## src/inc/redriver_cfg_pkg.sv

```systemverilog
/*
 * Constants and types for the lane equalizer, swing and enable registers.
 * Assumes byte-wide register accesses handed over by the serial target
 * engine, and a generation code supplied by the rate logic.
 */
package redriver_cfg_pkg;

   // ---------------------------------------------------------------
   // Register offsets and reset values
   // ---------------------------------------------------------------
   localparam logic [7:0] equalizer_select_control_off = 8'h0E;
   localparam logic [7:0] lane_swing_and_enables_off = 8'h11;
   localparam logic [7:0] clock_lane_emphasis_swing_off = 8'h12;
   localparam logic [7:0] equalizer_select_control_rst = 8'h3F;
   localparam logic [7:0] lane_swing_and_enables_rst = 8'h5F;
   localparam logic [7:0] clock_lane_emphasis_swing_rst = 8'h03;
   localparam logic [7:0] unmapped_read_value = 8'h00;
   // Writable bits of the clock lane register; bits 7 and 3 reserved
   localparam logic [7:0] clock_lane_write_mask = 8'h77;

   // ---------------------------------------------------------------
   // Field positions
   // ---------------------------------------------------------------
   localparam int bandwidth_lsb = 6;
   localparam int gen14_select_lsb = 4;
   localparam int gen20_select_lsb = 2;
   localparam int gen21_select_lsb = 0;
   localparam int gen20_preset_lsb = 6;
   localparam int gen14_preset_lsb = 4;
   localparam int clock_lane_on_bit = 3;
   localparam int data0_lane_on_bit = 2;
   localparam int data1_lane_on_bit = 1;
   localparam int data2_lane_on_bit = 0;
   localparam int emphasis_lsb = 4;
   localparam int clock_swing_lsb = 0;

   // ---------------------------------------------------------------
   // Encodings
   // ---------------------------------------------------------------
   typedef enum logic [1:0] {
      variant_3g = 2'h0,
      variant_6g = 2'h1,
      variant_auto = 2'h2,
      variant_12g = 2'h3
   } eq_variant_t;

   typedef enum logic [1:0] {
      gen_14 = 2'h0,
      gen_20 = 2'h1,
      gen_21 = 2'h2,
      gen_spare = 2'h3
   } hdmi_gen_t;

   // Swing preset: 0 means per-lane swing fields apply
   localparam logic [1:0] preset_use_lane_fields = 2'h0;
   localparam logic [2:0] emphasis_reserved_code = 3'h3;
   localparam logic [2:0] emphasis_zero_code = 3'h0;
   localparam logic [2:0] linear_swing_last_code = 3'h3;

   // ---------------------------------------------------------------
   // Output bundles
   // ---------------------------------------------------------------
   typedef struct packed {
      logic [1:0] bandwidth;
      eq_variant_t clock_variant;
      eq_variant_t data_variant;
   } eq_steer_t;

   typedef struct packed {
      logic [1:0] preset;    // 0 = per-lane fields
      logic gen14_table;     // 1 = 1.4 preset table (3h is -10%)
   } swing_preset_t;

   typedef struct packed {
      logic [2:0] emphasis;  // Effective emphasis code
      logic emphasis_ok;     // Low on reserved emphasis code
      logic [2:0] swing;     // Clock lane swing code
      logic linear;          // Decode swing by linear table
      logic swing_ok;        // Low on reserved linear swing code
   } clock_drive_t;

endpackage

```

## src/redriver_lane_eq_swing_config_regs.sv

```systemverilog
/*
 * Configuration register slice for equalizer selection, swing presets,
 * lane enables and clock lane emphasis and swing.
 * Assumes the serial target engine presents one byte access at a time
 * with a one-cycle strobe, and that the generation, snooped rate and
 * global mode bit arrive synchronous to ref_clk.
 */
`timescale 1ns/100ps

// Function
// Two-bit equalizer bandwidth, bits 7-6
// Bits 5-4 pick data variant at 1.4
// Clock lane uses 3G at 1.4/2.0
// Bits 3-2 pick data variant at 2.0
// Bits 1-0 pick all-lane variant at 2.1
// Select 2h resolves from snooped rate
// Bits 7-6 pick limited swing at 2.0
// Bits 5-4 pick limited swing at 1.4
// Bits 3-0 enable clock, data0-2 lanes
// Clock emphasis honored only at 2.1
// Emphasis decode, code 3h reserved
// Clock swing decoded per redriver mode
// Mode bit: zero limited, one linear
// Reserved bits read zero, writes ignored
module redriver_lane_eq_swing_config_regs
   import redriver_cfg_pkg::*;
(
   // Clock and reset
   input wire logic ref_clk,
   input wire logic reset,
   // Register access from the serial target engine
   input wire logic [7:0] reg_addr,
   input wire logic [7:0] reg_wdata,
   input wire logic reg_write,
   input wire logic reg_read,
   output logic [7:0] reg_rdata,
   // Link state from rate logic and global control
   input wire hdmi_gen_t hdmi_gen,
   input wire eq_variant_t snoop_variant,
   input wire logic linear_mode_select,
   // Analog steering
   output eq_steer_t eq_steer,
   output swing_preset_t swing_preset,
   output logic [3:0] lane_on,
   output clock_drive_t clock_drive
);

   // ---------------------------------------------------------------
   // Register storage
   // ---------------------------------------------------------------
   logic [7:0] equalizer_select_control;
   logic [7:0] lane_swing_and_enables;
   logic [7:0] clock_lane_emphasis_swing;
   // Next values of the registered outputs
   eq_steer_t next_eq_steer;
   swing_preset_t next_swing_preset;
   clock_drive_t next_clock_drive;
   logic [7:0] next_rdata;

   // Replace an automatic selection with the snooped rate
   function automatic eq_variant_t resolve(input logic [1:0] sel,
                                           input eq_variant_t snooped);
      resolve = eq_variant_t'(sel);
      if (sel == variant_auto)
         resolve = snooped;
   endfunction

   // Equalizer register, all bits writable; a write reaches the
   // steering outputs one edge after it is stored
   always_ff @(posedge ref_clk)
   begin
      if (reset)
         equalizer_select_control <= equalizer_select_control_rst;
      else if (reg_write && reg_addr == equalizer_select_control_off)
         equalizer_select_control <= reg_wdata;
   end

   // Swing preset and lane enable register; all lanes on after reset
   always_ff @(posedge ref_clk)
   begin
      if (reset)
         lane_swing_and_enables <= lane_swing_and_enables_rst;
      else if (reg_write && reg_addr == lane_swing_and_enables_off)
         lane_swing_and_enables <= reg_wdata;
   end

   // Clock lane register; reserved bits are masked so they never store
   always_ff @(posedge ref_clk)
   begin
      if (reset)
         clock_lane_emphasis_swing <= clock_lane_emphasis_swing_rst;
      else if (reg_write && reg_addr == clock_lane_emphasis_swing_off)
         clock_lane_emphasis_swing <= reg_wdata & clock_lane_write_mask;
   end

   // ---------------------------------------------------------------
   // Read path
   // ---------------------------------------------------------------
   // Read data is captured on the strobe and held until the next read
   always_comb
   begin
      case (reg_addr)
         equalizer_select_control_off:
            next_rdata = equalizer_select_control;
         lane_swing_and_enables_off:
            next_rdata = lane_swing_and_enables;
         clock_lane_emphasis_swing_off:
            next_rdata = clock_lane_emphasis_swing;
         default:
            next_rdata = unmapped_read_value;
      endcase
   end

   // Read data flop; holds between reads so a slow engine can fetch it
   always_ff @(posedge ref_clk)
   begin
      if (reset)
         reg_rdata <= unmapped_read_value;
      else if (reg_read)
         reg_rdata <= next_rdata;
   end

   // ---------------------------------------------------------------
   // Equalizer steering
   // ---------------------------------------------------------------
   // Spare generation code is treated as 1.4 so lanes stay conservative
   always_comb
   begin
      next_eq_steer.bandwidth =
         equalizer_select_control[bandwidth_lsb +: 2];
      next_eq_steer.clock_variant = variant_3g;
      case (hdmi_gen)
         gen_20:
            next_eq_steer.data_variant = resolve(
               equalizer_select_control[gen20_select_lsb +: 2],
               snoop_variant);
         gen_21:
         begin
            next_eq_steer.data_variant = resolve(
               equalizer_select_control[gen21_select_lsb +: 2],
               snoop_variant);
            next_eq_steer.clock_variant =
               next_eq_steer.data_variant;
         end
         default:
            next_eq_steer.data_variant = resolve(
               equalizer_select_control[gen14_select_lsb +: 2],
               snoop_variant);
      endcase
   end

   // ---------------------------------------------------------------
   // Swing presets
   // ---------------------------------------------------------------
   // Presets exist only for the limited redriver below 2.1; elsewhere
   // the per-lane swing fields always apply
   always_comb
   begin
      next_swing_preset.preset = preset_use_lane_fields;
      next_swing_preset.gen14_table = 1'b0;
      if (!linear_mode_select)
      begin
         case (hdmi_gen)
            gen_20:
               next_swing_preset.preset =
                  lane_swing_and_enables[gen20_preset_lsb +: 2];
            gen_21:
               next_swing_preset.preset = preset_use_lane_fields;
            default:
            begin
               next_swing_preset.preset =
                  lane_swing_and_enables[gen14_preset_lsb +: 2];
               next_swing_preset.gen14_table = 1'b1;
            end
         endcase
      end
   end

   // ---------------------------------------------------------------
   // Clock lane drive
   // ---------------------------------------------------------------
   // Reserved codes are flagged rather than altered so the analog side
   // can hold its last safe setting
   always_comb
   begin
      // Zero emphasis outside 2.1 so the clock lane sees no boost
      next_clock_drive.emphasis = emphasis_zero_code;
      if (hdmi_gen == gen_21)
         next_clock_drive.emphasis =
            clock_lane_emphasis_swing[emphasis_lsb +: 3];
      next_clock_drive.emphasis_ok =
         next_clock_drive.emphasis != emphasis_reserved_code;
      next_clock_drive.swing =
         clock_lane_emphasis_swing[clock_swing_lsb +: 3];
      next_clock_drive.linear = linear_mode_select;
      next_clock_drive.swing_ok = !linear_mode_select ||
         next_clock_drive.swing <= linear_swing_last_code;
   end

   // Registered outputs; reset clears them, so lanes stay off until the
   // first edge after release loads them from the registers
   always_ff @(posedge ref_clk)
   begin
      if (reset)
      begin
         eq_steer <= '0;
         swing_preset <= '0;
         lane_on <= 4'h0;
         clock_drive <= '0;
      end
      else
      begin
         eq_steer <= next_eq_steer;
         swing_preset <= next_swing_preset;
         lane_on <= {lane_swing_and_enables[clock_lane_on_bit],
                     lane_swing_and_enables[data0_lane_on_bit],
                     lane_swing_and_enables[data1_lane_on_bit],
                     lane_swing_and_enables[data2_lane_on_bit]};
         clock_drive <= next_clock_drive;
      end
   end

endmodule

```

## config.mk

```make
export PLATFORM = sky130hd
export DESIGN_NAME = redriver_lane_eq_swing_config_regs
export DESIGN_NICKNAME = d
export VERILOG_FILES = /design/src/inc/redriver_cfg_pkg.sv /design/src/redriver_lane_eq_swing_config_regs.sv
export SDC_FILE = /design/constraint.sdc
export NUM_CORES = 1
export LEC_CHECK = 0
export BUFFER_PORTS_ARGS = -buffer_cell sky130_fd_sc_hd__buf_2
export CORE_MARGIN = 1.5
export CORE_UTILIZATION = 45
export CTS_BUF_LIST = sky130_fd_sc_hd__clkbuf_4 sky130_fd_sc_hd__clkbuf_8
export DETAILED_ROUTE_END_ITERATION = 6
export PLACE_DENSITY = 0.69
export SYNTH_ARGS = -nofsm -noshare
export SYNTH_HDL_FRONTEND = slang
export SYNTH_SLANG_ARGS = --single-unit
export TNS_END_PERCENT = 10
```

## constraint.sdc

```tcl
create_clock -name ref_clk -period 2.1 [get_ports ref_clk]
set_input_delay 0 -clock ref_clk [delete_from_list [all_inputs] [get_ports ref_clk]]
set_output_delay 0 -clock ref_clk [all_outputs]
set_load 0.1 [all_outputs]
```

=== Yosys cells after proc, flatten, opt, wreduce, memory -nomap -nowiden ===
Index checks and enable logic that the tools add are counted.
Widths: inputs -> output; s select.

* Bits in registers: 52
* Input bits: 25
* Output and inout bits: 30
* Logic and storage cells: 42

* $lt $le $gt $ge: 1
* Equal/unequal tests: 9
* Muxes and demuxes: 8
* Bitwise logic cells: 1
* Reduce and logical (&&, ||, !) cells: 8

{| class="wikitable"
|+ Operator list
! cell !! count
|-
| $pmux 8 s3 || 1
|-
| $eq 8x5->1 const B || 2
|-
| $eq 2x2->1 const B || 4
|-
| $eq 8x4->1 const B || 1
|-
| $pmux 2 s2 || 2
|-
| $mux 2 || 3
|-
| $reduce_or 2->1 || 3
|-
| $le 3x2->1 const B || 1
|-
| $logic_and 1x1->1 || 3
|-
| $mux 3 || 1
|-
| $ne 3x2->1 const B || 1
|-
| $eq 2x1->1 const B || 1
|-
| $logic_not 1->1 || 1
|-
| $logic_or 1x1->1 || 1
|-
| $mux 1 || 1
|-
| $not 1->1 || 1
|}

=== Logic depth before layout (Yosys ltp) ===
Gate-level depths: netlist (run 1).

* Word-level depth: 3
* Depth in mapped cells: 6
* Gate-level depth less buffers: 6

=== Worst setup path after synthesis (run 1) ===
No wires, ideal clock.

* Path type: input -> register
* Start: in reg_addr[5]
* End: reg clock_lane_emphasis_swing[0]
* Library setup time: 0.120 ns
* Arrival: 1.528 ns
* Data required time: 1.980 ns
* Setup slack: 0.453 ns
* Cell stages on the path: 5
* Buffers on the path: 2
* Cell sequence: or4_4 -> buf_6 -> or4_1 -> buf_2 -> a211o_1

* Longest elaborated chain between the ends: 2

{| class="wikitable"
|+ RTL lines
! what !! RTL line !! source
|-
| start: declaration || redriver_lane_eq_swing_config_regs.sv:32 || <nowiki>input wire logic [7:0] reg_addr,</nowiki>
|-
| $eq 8x5->1 || redriver_lane_eq_swing_config_regs.sv:92 || <nowiki>else if (reg_write && reg_addr == clock_lane_emphasis_swing_off)</nowiki>
|-
| $logic_and 1x1->1 || redriver_lane_eq_swing_config_regs.sv:92 ||
|-
| end signal: assignment || redriver_lane_eq_swing_config_regs.sv:91 || <nowiki>clock_lane_emphasis_swing <= clock_lane_emphasis_swing_rst;</nowiki>
|-
| end signal: assignment || redriver_lane_eq_swing_config_regs.sv:93 || <nowiki>clock_lane_emphasis_swing <= reg_wdata & clock_lane_write_mask;</nowiki>
|-
| end: declaration || redriver_lane_eq_swing_config_regs.sv:53 || <nowiki>logic [7:0] clock_lane_emphasis_swing;</nowiki>
|}

Every way passes these cells.
A chain may end at the register's enable or synchronous reset.

=== Worst setup path after layout (run 1) ===
Same ends and word-level chain as after synthesis.

==> results.tsv, run 1 <==
stage	metric	value	unit
run_status	outcome	complete, no violations	
cts	CTS tree	yes	
drt	DRT Wirelength	4960	um
synth	#FFs+latches synth	52	
cts	CTS resizes	0	
timing	worst-margin pin slew	536	ps
synth	most frequent cell after synthesis	dfxtp_1	
cts	Root Driver	clkbuf_8	
setup_path	critical path type	in -> reg	
placement	Placed Instances	321	
setup_path	delay-heaviest family, CP	simple AND/OR/NAND/NOR gates	
synth	sequential share of the synthesized area	0.499	
global_route	grt ovf	0	
pwr	Peak VDD IR	416	uV
timing	RSZ-0062 raised after global routing	false	
synth	synthesized area	2080	sq um
cts	CTS Sinks	52	
timing	Final period util	0.690	
placement	RePlAce Congestion	0.783	
setup_path	Crit path buffers/inverters	1	
cts	H-tree depth	2	
timing	Layout Skew	8.97	ps
timing	Max Freq	0.690	GHz
setup_path	worst stage delay on the critical path	610	ps
cells_and_area	Area growth syn-to-layout	25.4	%
timing	Hold Vio Cnt, Final	0	
drt	Vias/cell	5.48	
timing	Slew HR	0.641	
cts	clk buf depth	2	
drt	Initial DRC Count	98	
setup_path	Worst EP arrival	1660	ps
placement	Port Buffers	54	
cells_and_area	Fillers	406	
global_route	antenna violations before repair	0	
timing	setup TNS	0	ps
setup_path	Worst setup SP type	input pin	
synth	Cells after Synth	221	
global_route	Tot GR Track Use	0.202	
setup_path	CP Max Fanout	9	
global_route	global-route wire length before repair	8010	um
floorplanning	Initial Util	0.472	
timing	Slew Viols, Final	0	
cells_and_area	final-stage net count	314	
synth	most instantiated cells after synthesis	dfxtp_1, a21oi_1, nand2_1, nand3_1	
synth	top_reg_cell synth	dfxtp_1	
timing	Tmin final	1450	ps
floorplanning	Ports	55	
synth	Syn. warnings	0	
drt	Post-DRT Antenna Nets	0	
cells_and_area	fin cells	340	
setup_path	Critical-path top delay cell	or4_1	
drt	vias	1864	
synth	post-synthesis net count	248	
timing	endpoints failing setup	0	
drt	DRC violations left	0	
global_route	number of global-route vias before repair	1702	
synth	top cells by area, synth	dfxtp_1, a21oi_1, nand3_1, a221o_1, and3_1	
setup_path	crit path capture type	register	
floorplanning	Rows	24	
synth	Yosys cell types	42	
floorplanning	die area	5050	sq um
synth	EDFF count, synth	0	
setup_path	worst path required time	2310	ps
floorplanning	core area	4410	sq um
pwr	Tot Pwr	1.88	mW
floorplanning	Die Y	71.1	um
drt	Routed WL per cell	14.6	um
cts	Clock Pin Slew Worst Setup and Hold Paths	100	ps
cells_and_area	Ant. Diodes	0	
pwr	leakage	1.16	nW
hold_path	Hold Path Class	in -> reg	
cts	worst skew pair latency	310	ps
cells_and_area	share of cells above drive strength 1	0.257	
synth	synthesized area per cell	9.43	sq um
drt	drt pass-1 iters	4	
synth	post-synth top area cell	dfxtp_1	
setup_path	crit-path cells	buf_2 -> or4_4 -> or4_1 -> a211o_1	
pwr	pwr dens	718	nW/um^2
flow_run	total of max-cap violations	0	
synth	Async S/R FF share, synth	0	
placement	dpl hpwl	3530	um
floorplanning	width of the chip	71.1	um
global_route	largest net degree at the start of global routing	32	
synth	Synth top area share	0.499	
cts	Num CTS Buffers	5	
## state kept, by name (all words and copies together) (netlist names)
name and count:
eq_steer 6, clock_drive 9, lane_on 4, swing_preset 3
lane_swing_and_enables 8, equalizer_select_control 8, clock_lane_emphasis_swing 6, reg_rdata 8
## layer usage
metal | wire length [um] | GRT usage | part of all wire | vias to the layer above
met5 | 0 | 0 | 0 | -
met4 | 63 | 0.0713 | 0.013 | 0
met3 | 229 | 0.0499 | 0.046 | 7
met2 | 2250 | 0.313 | 0.45 | 52
met1 | 2410 | 0.276 | 0.49 | 871
li1 | - | - | - | 934
## worst register-to-register path, cell delays in order, from the launching register on
cell	delay (ps)
dfxtp_1	320
inv_1	110
nor4_1	80
a221o_1	280
a22o_1	220
## repair_timing
action | 4_1_cts | 5_1_grt
buffers inserted | 0 | 0
hold buffers | 11 | 0
endpoints found under the hold margin | 22 | 0
## metrics by stage
| step | area (sq um) | setup slack [ps] | utilization | hold WS (ps) |
|---|---|---|---|---|
| 3_3_place_gp | 2410 | 358 | 0.546 | 244 |
| 2_1_floorplan | 2080 | 453 | - | 76.1 |
| 6_report | 2610 | 650 | 0.592 | 50.6 |
| 3_5_place_dp | 2410 | 326 | 0.546 | 249 |
| 5_1_grt | 2610 | 600 | 0.592 | 72.0 |
| 4_1_cts | 2610 | 663 | 0.592 | 44.7 |
## placed cells by master (no fill, tap or decap), drive strengths merged, types with 2 or more instances in the layout
cell and instances:
or4bb 2, clkinv 2, buf 60, and3 10, ha 2, nor2b 6, a221o 7, a22o 6
or4 2, inv 13, nand2 16, and2 2, nand3b 6, nor2 12, nor3 9, dfxtp 52
nand2b 2, mux2i 2, a211o 7, a21oi 16, nor4 4, nand3 16, nor4bb 2, clkbuf 5
dlygate4sd3 11
## cell type report
| class | instances | area, sq um | share of cell area |
|---|---|---|---|
| Clock buffer | 5 | 68.8 | 0.0263 |
| Clock inverter | 3 | 26.3 | 0.0101 |
| Inverter | 12 | 45.0 | 0.0172 |
| Multi-Input combinational cell | 145 | 942 | 0.360 |
| Sequential cell | 52 | 1040 | 0.398 |
| Tap cell | 52 | 65.1 | 0.0249 |
| Timing Repair Buffer | 71 | 425 | 0.163 |
## path summary, 6_finish.rpt
kind	cells past startpoint	startpoint	end	slack, ps
worst max-delay path	4	reg_addr[5]	clock_lane_emphasis_swing[0]	650
worst min-delay path	2	reset	lane_on[2]	50
worst max register to register	4	clock_lane_emphasis_swing[6]	reg_rdata[6]	990
worst min register to register	2	clock_lane_emphasis_swing[6]	clock_lane_emphasis_swing[6]	470
## kinds of logic after synthesis
| family | count (synthesis) | share of synthesized area |
|---|---|---|
| simple gates | 94 | 0.257 |
| flops | 52 | 0.499 |
| compound gates | 46 | 0.169 |
| buf+inv | 24 | 0.0486 |
| mux | 2 | 0.00960 |
| fa+ha+maj | 2 | 0.0120 |
| xor+xnor | 1 | 0.00420 |
## where the power goes
| group | leakage [nW] | switching [mW] | internal, mW | total (mW) |
|---|---|---|---|---|
| logic | 0.686 | 0.199 | 0.0690 | 0.268 |
| registers | 0.424 | 0.00376 | 1.00 | 1.01 |
| clock network | 0.0487 | 0.358 | 0.244 | 0.602 |
| total | 1.16 | 0.561 | 1.32 | 1.88 |
Note: power is estimated with default switching activity, not from simulation.
==> run 2, diff against run 1 <==
- PLACE_DENSITY: 0.69 -> 0.72
- clock period: 2.1 -> 1.26 ns (I/O delays scaled with it)
==> run 2 against run 1 <==
Combinational power is 82% higher. Highest routed layer unchanged. Critical endpoint is now reg_rdata[6]. Critical path type unchanged. Die area is the same. Worst setup slack worse by 720 ps. Largest power group unchanged. Count of clock-buffer cells in the layout grew 1. The flow now finishes with violations (negative setup slack).
==> results.tsv, run 2 (synthesis results as in run 1) <==
stage	metric	value	unit
cells_and_area	area of the multi-input gates	961	sq um
setup_path	crit path capture type	register	
cells_and_area	fin cells	355	
hold_path	Hold Path Class	in -> reg	
floorplanning	Die Y	71.1	um
timing	endpoints failing setup	10	
pwr	pwr dens	1210	nW/um^2
pwr	Peak VDD IR	712	uV
cts	Num CTS Buffers	5	
cells_and_area	number of flip-flops in the largest register	9	
drt	vias	1958	
drt	Post-DRT Antenna Nets	0	
cts	Clock Pin Slew Worst Setup and Hold Paths	100	ps
timing	setup TNS	-322	ps
floorplanning	width of the chip	71.1	um
global_route	Tot GR Track Use	0.217	
run_status	failing checks	negative setup slack	
cells_and_area	Fillers	396	
hold_path	Worst Hold Depth	3	
global_route	antenna violations before repair	0	
cells_and_area	Ant. Diodes	0	
floorplanning	die area	5050	sq um
floorplanning	Ports	55	
timing	Max Freq	0.750	GHz
cts	worst skew pair latency	310	ps
timing	worst-margin pin slew	496	ps
global_route	global-route wire length before repair	8610	um
drt	DRC violations left	0	
cells_and_area	Area growth syn-to-layout	34.0	%
setup_path	CP Max Fanout	6	
drt	Initial DRC Count	100	
run_status	outcome	finished with violations	
timing	Final period util	1.06	
cells_and_area	Biggest register	clock_drive	
cts	clk buf depth	2	
placement	dpl hpwl	3830	um
placement	RePlAce Congestion	0.832	
timing	Layout Skew	15.7	ps
drt	Routed WL per cell	15.1	um
cts	CTS tree	yes	
timing	Hold Vio Cnt, Final	0	
setup_path	worst path required time	1500	ps
timing	Slew Viols, Final	0	
floorplanning	Rows	24	
setup_path	Worst setup SP type	input pin	
placement	Placed Instances	336	
drt	DRT Wirelength	5350	um
floorplanning	Initial Util	0.472	
cts	Root Driver	clkbuf_8	
global_route	grt ovf	0	
cells_and_area	share of cells above drive strength 1	0.310	
placement	pre-CTS setup slack	-450	ps
global_route	number of global-route vias before repair	1787	
global_route	largest net degree at the start of global routing	26	
cells_and_area	Reg area	1040	sq um
timing	Slew HR	0.672	
pwr	leakage	1.26	nW
cts	H-tree depth	2	
timing	RSZ-0062 raised after global routing	true	
setup_path	Worst EP arrival	1580	ps
timing	final worst setup slack	-74.2	ps
timing	Tmin final	1330	ps
cells_and_area	final-stage net count	329	
setup_path	worst reg2reg path depth	3	
floorplanning	core area	4410	sq um
drt	Vias/cell	5.52	
cts	CTS Sinks	52	
setup_path	critical path type	in -> reg	
cells_and_area	most frequent cells in the layout	dfxtp_1, buf_2, buf_4	
drt	drt pass-1 iters	4	
flow_run	total of max-cap violations	0	
placement	Port Buffers	54	
pwr	Tot Pwr	3.37	mW
-- run 2: cell types whose count changed in the layout (fill, tap and decap cells not counted), moves of 2 or more --
cell    delta
buf_6      +2
buf_4     +15
nor2_1     -2
buf_2      -2
nor2_2     +2
-- run 2: worst paths after layout --
check,from,endpoint,slack (ps)
worst max register to register,equalizer_select_control[1],reg_rdata[1],150
worst min register to register,clock_lane_emphasis_swing[6],clock_lane_emphasis_swing[6],460
worst max-delay path,reg_addr[2],reg_rdata[6],-70
worst min-delay path,snoop_variant[1],eq_steer[3],10
-- run 2: critical path, cell delays in order --
cell,delay (ps)
buf_6,90
or4_4,560
or3_4,410
a211oi_4,310
a22o_1,200
-- run 2: layout make-up --
class | instances | share of cell area
Inverter | 12 | 0.0161
Timing Repair Buffer | 86 | 0.201
Multi-Input combinational cell | 145 | 0.344
Clock inverter | 2 | 0.0139
Sequential cell | 52 | 0.373
Tap cell | 52 | 0.0233
Clock buffer | 6 | 0.0296
-- run 2: per-layer routing --
metal,part of all wire,wire length (um),GRT usage,up-vias
li1,-,-,-,964
met4,0.013,68,0.0755,0
met5,0,0,0,-
met1,0.45,2420,0.299,922
met2,0.48,2570,0.348,67
met3,0.055,293,0.0356,5
-- run 2: timing repair --
action | 4_1_cts | 5_1_grt
endpoints found under the hold margin | 21 | 0
pin swaps | 6 | 4
resized for setup | 3 | 4
endpoints found under the setup margin | 12 | 21
setup buffers | 1 | 0
hold buffers | 10 | 0
-- run 2: metrics by stage --
stage | area (sq um) | hold slack [ps] | utilization
floorplan | 2080 | 76.1 | -
global placement | 2530 | 249 | 0.574
detailed placement | 2530 | 250 | 0.574
CTS | 2780 | 16.3 | 0.630
global route | 2790 | 60.4 | 0.633
finish | 2790 | 14.3 | 0.633
-- run 2: power by group --
part	total, mW	leakage (nW)	switching [mW]	internal (mW)
logic	0.488	0.779	0.346	0.142
registers	1.68	0.424	0.00702	1.67
clock network	1.20	0.0614	0.552	0.650
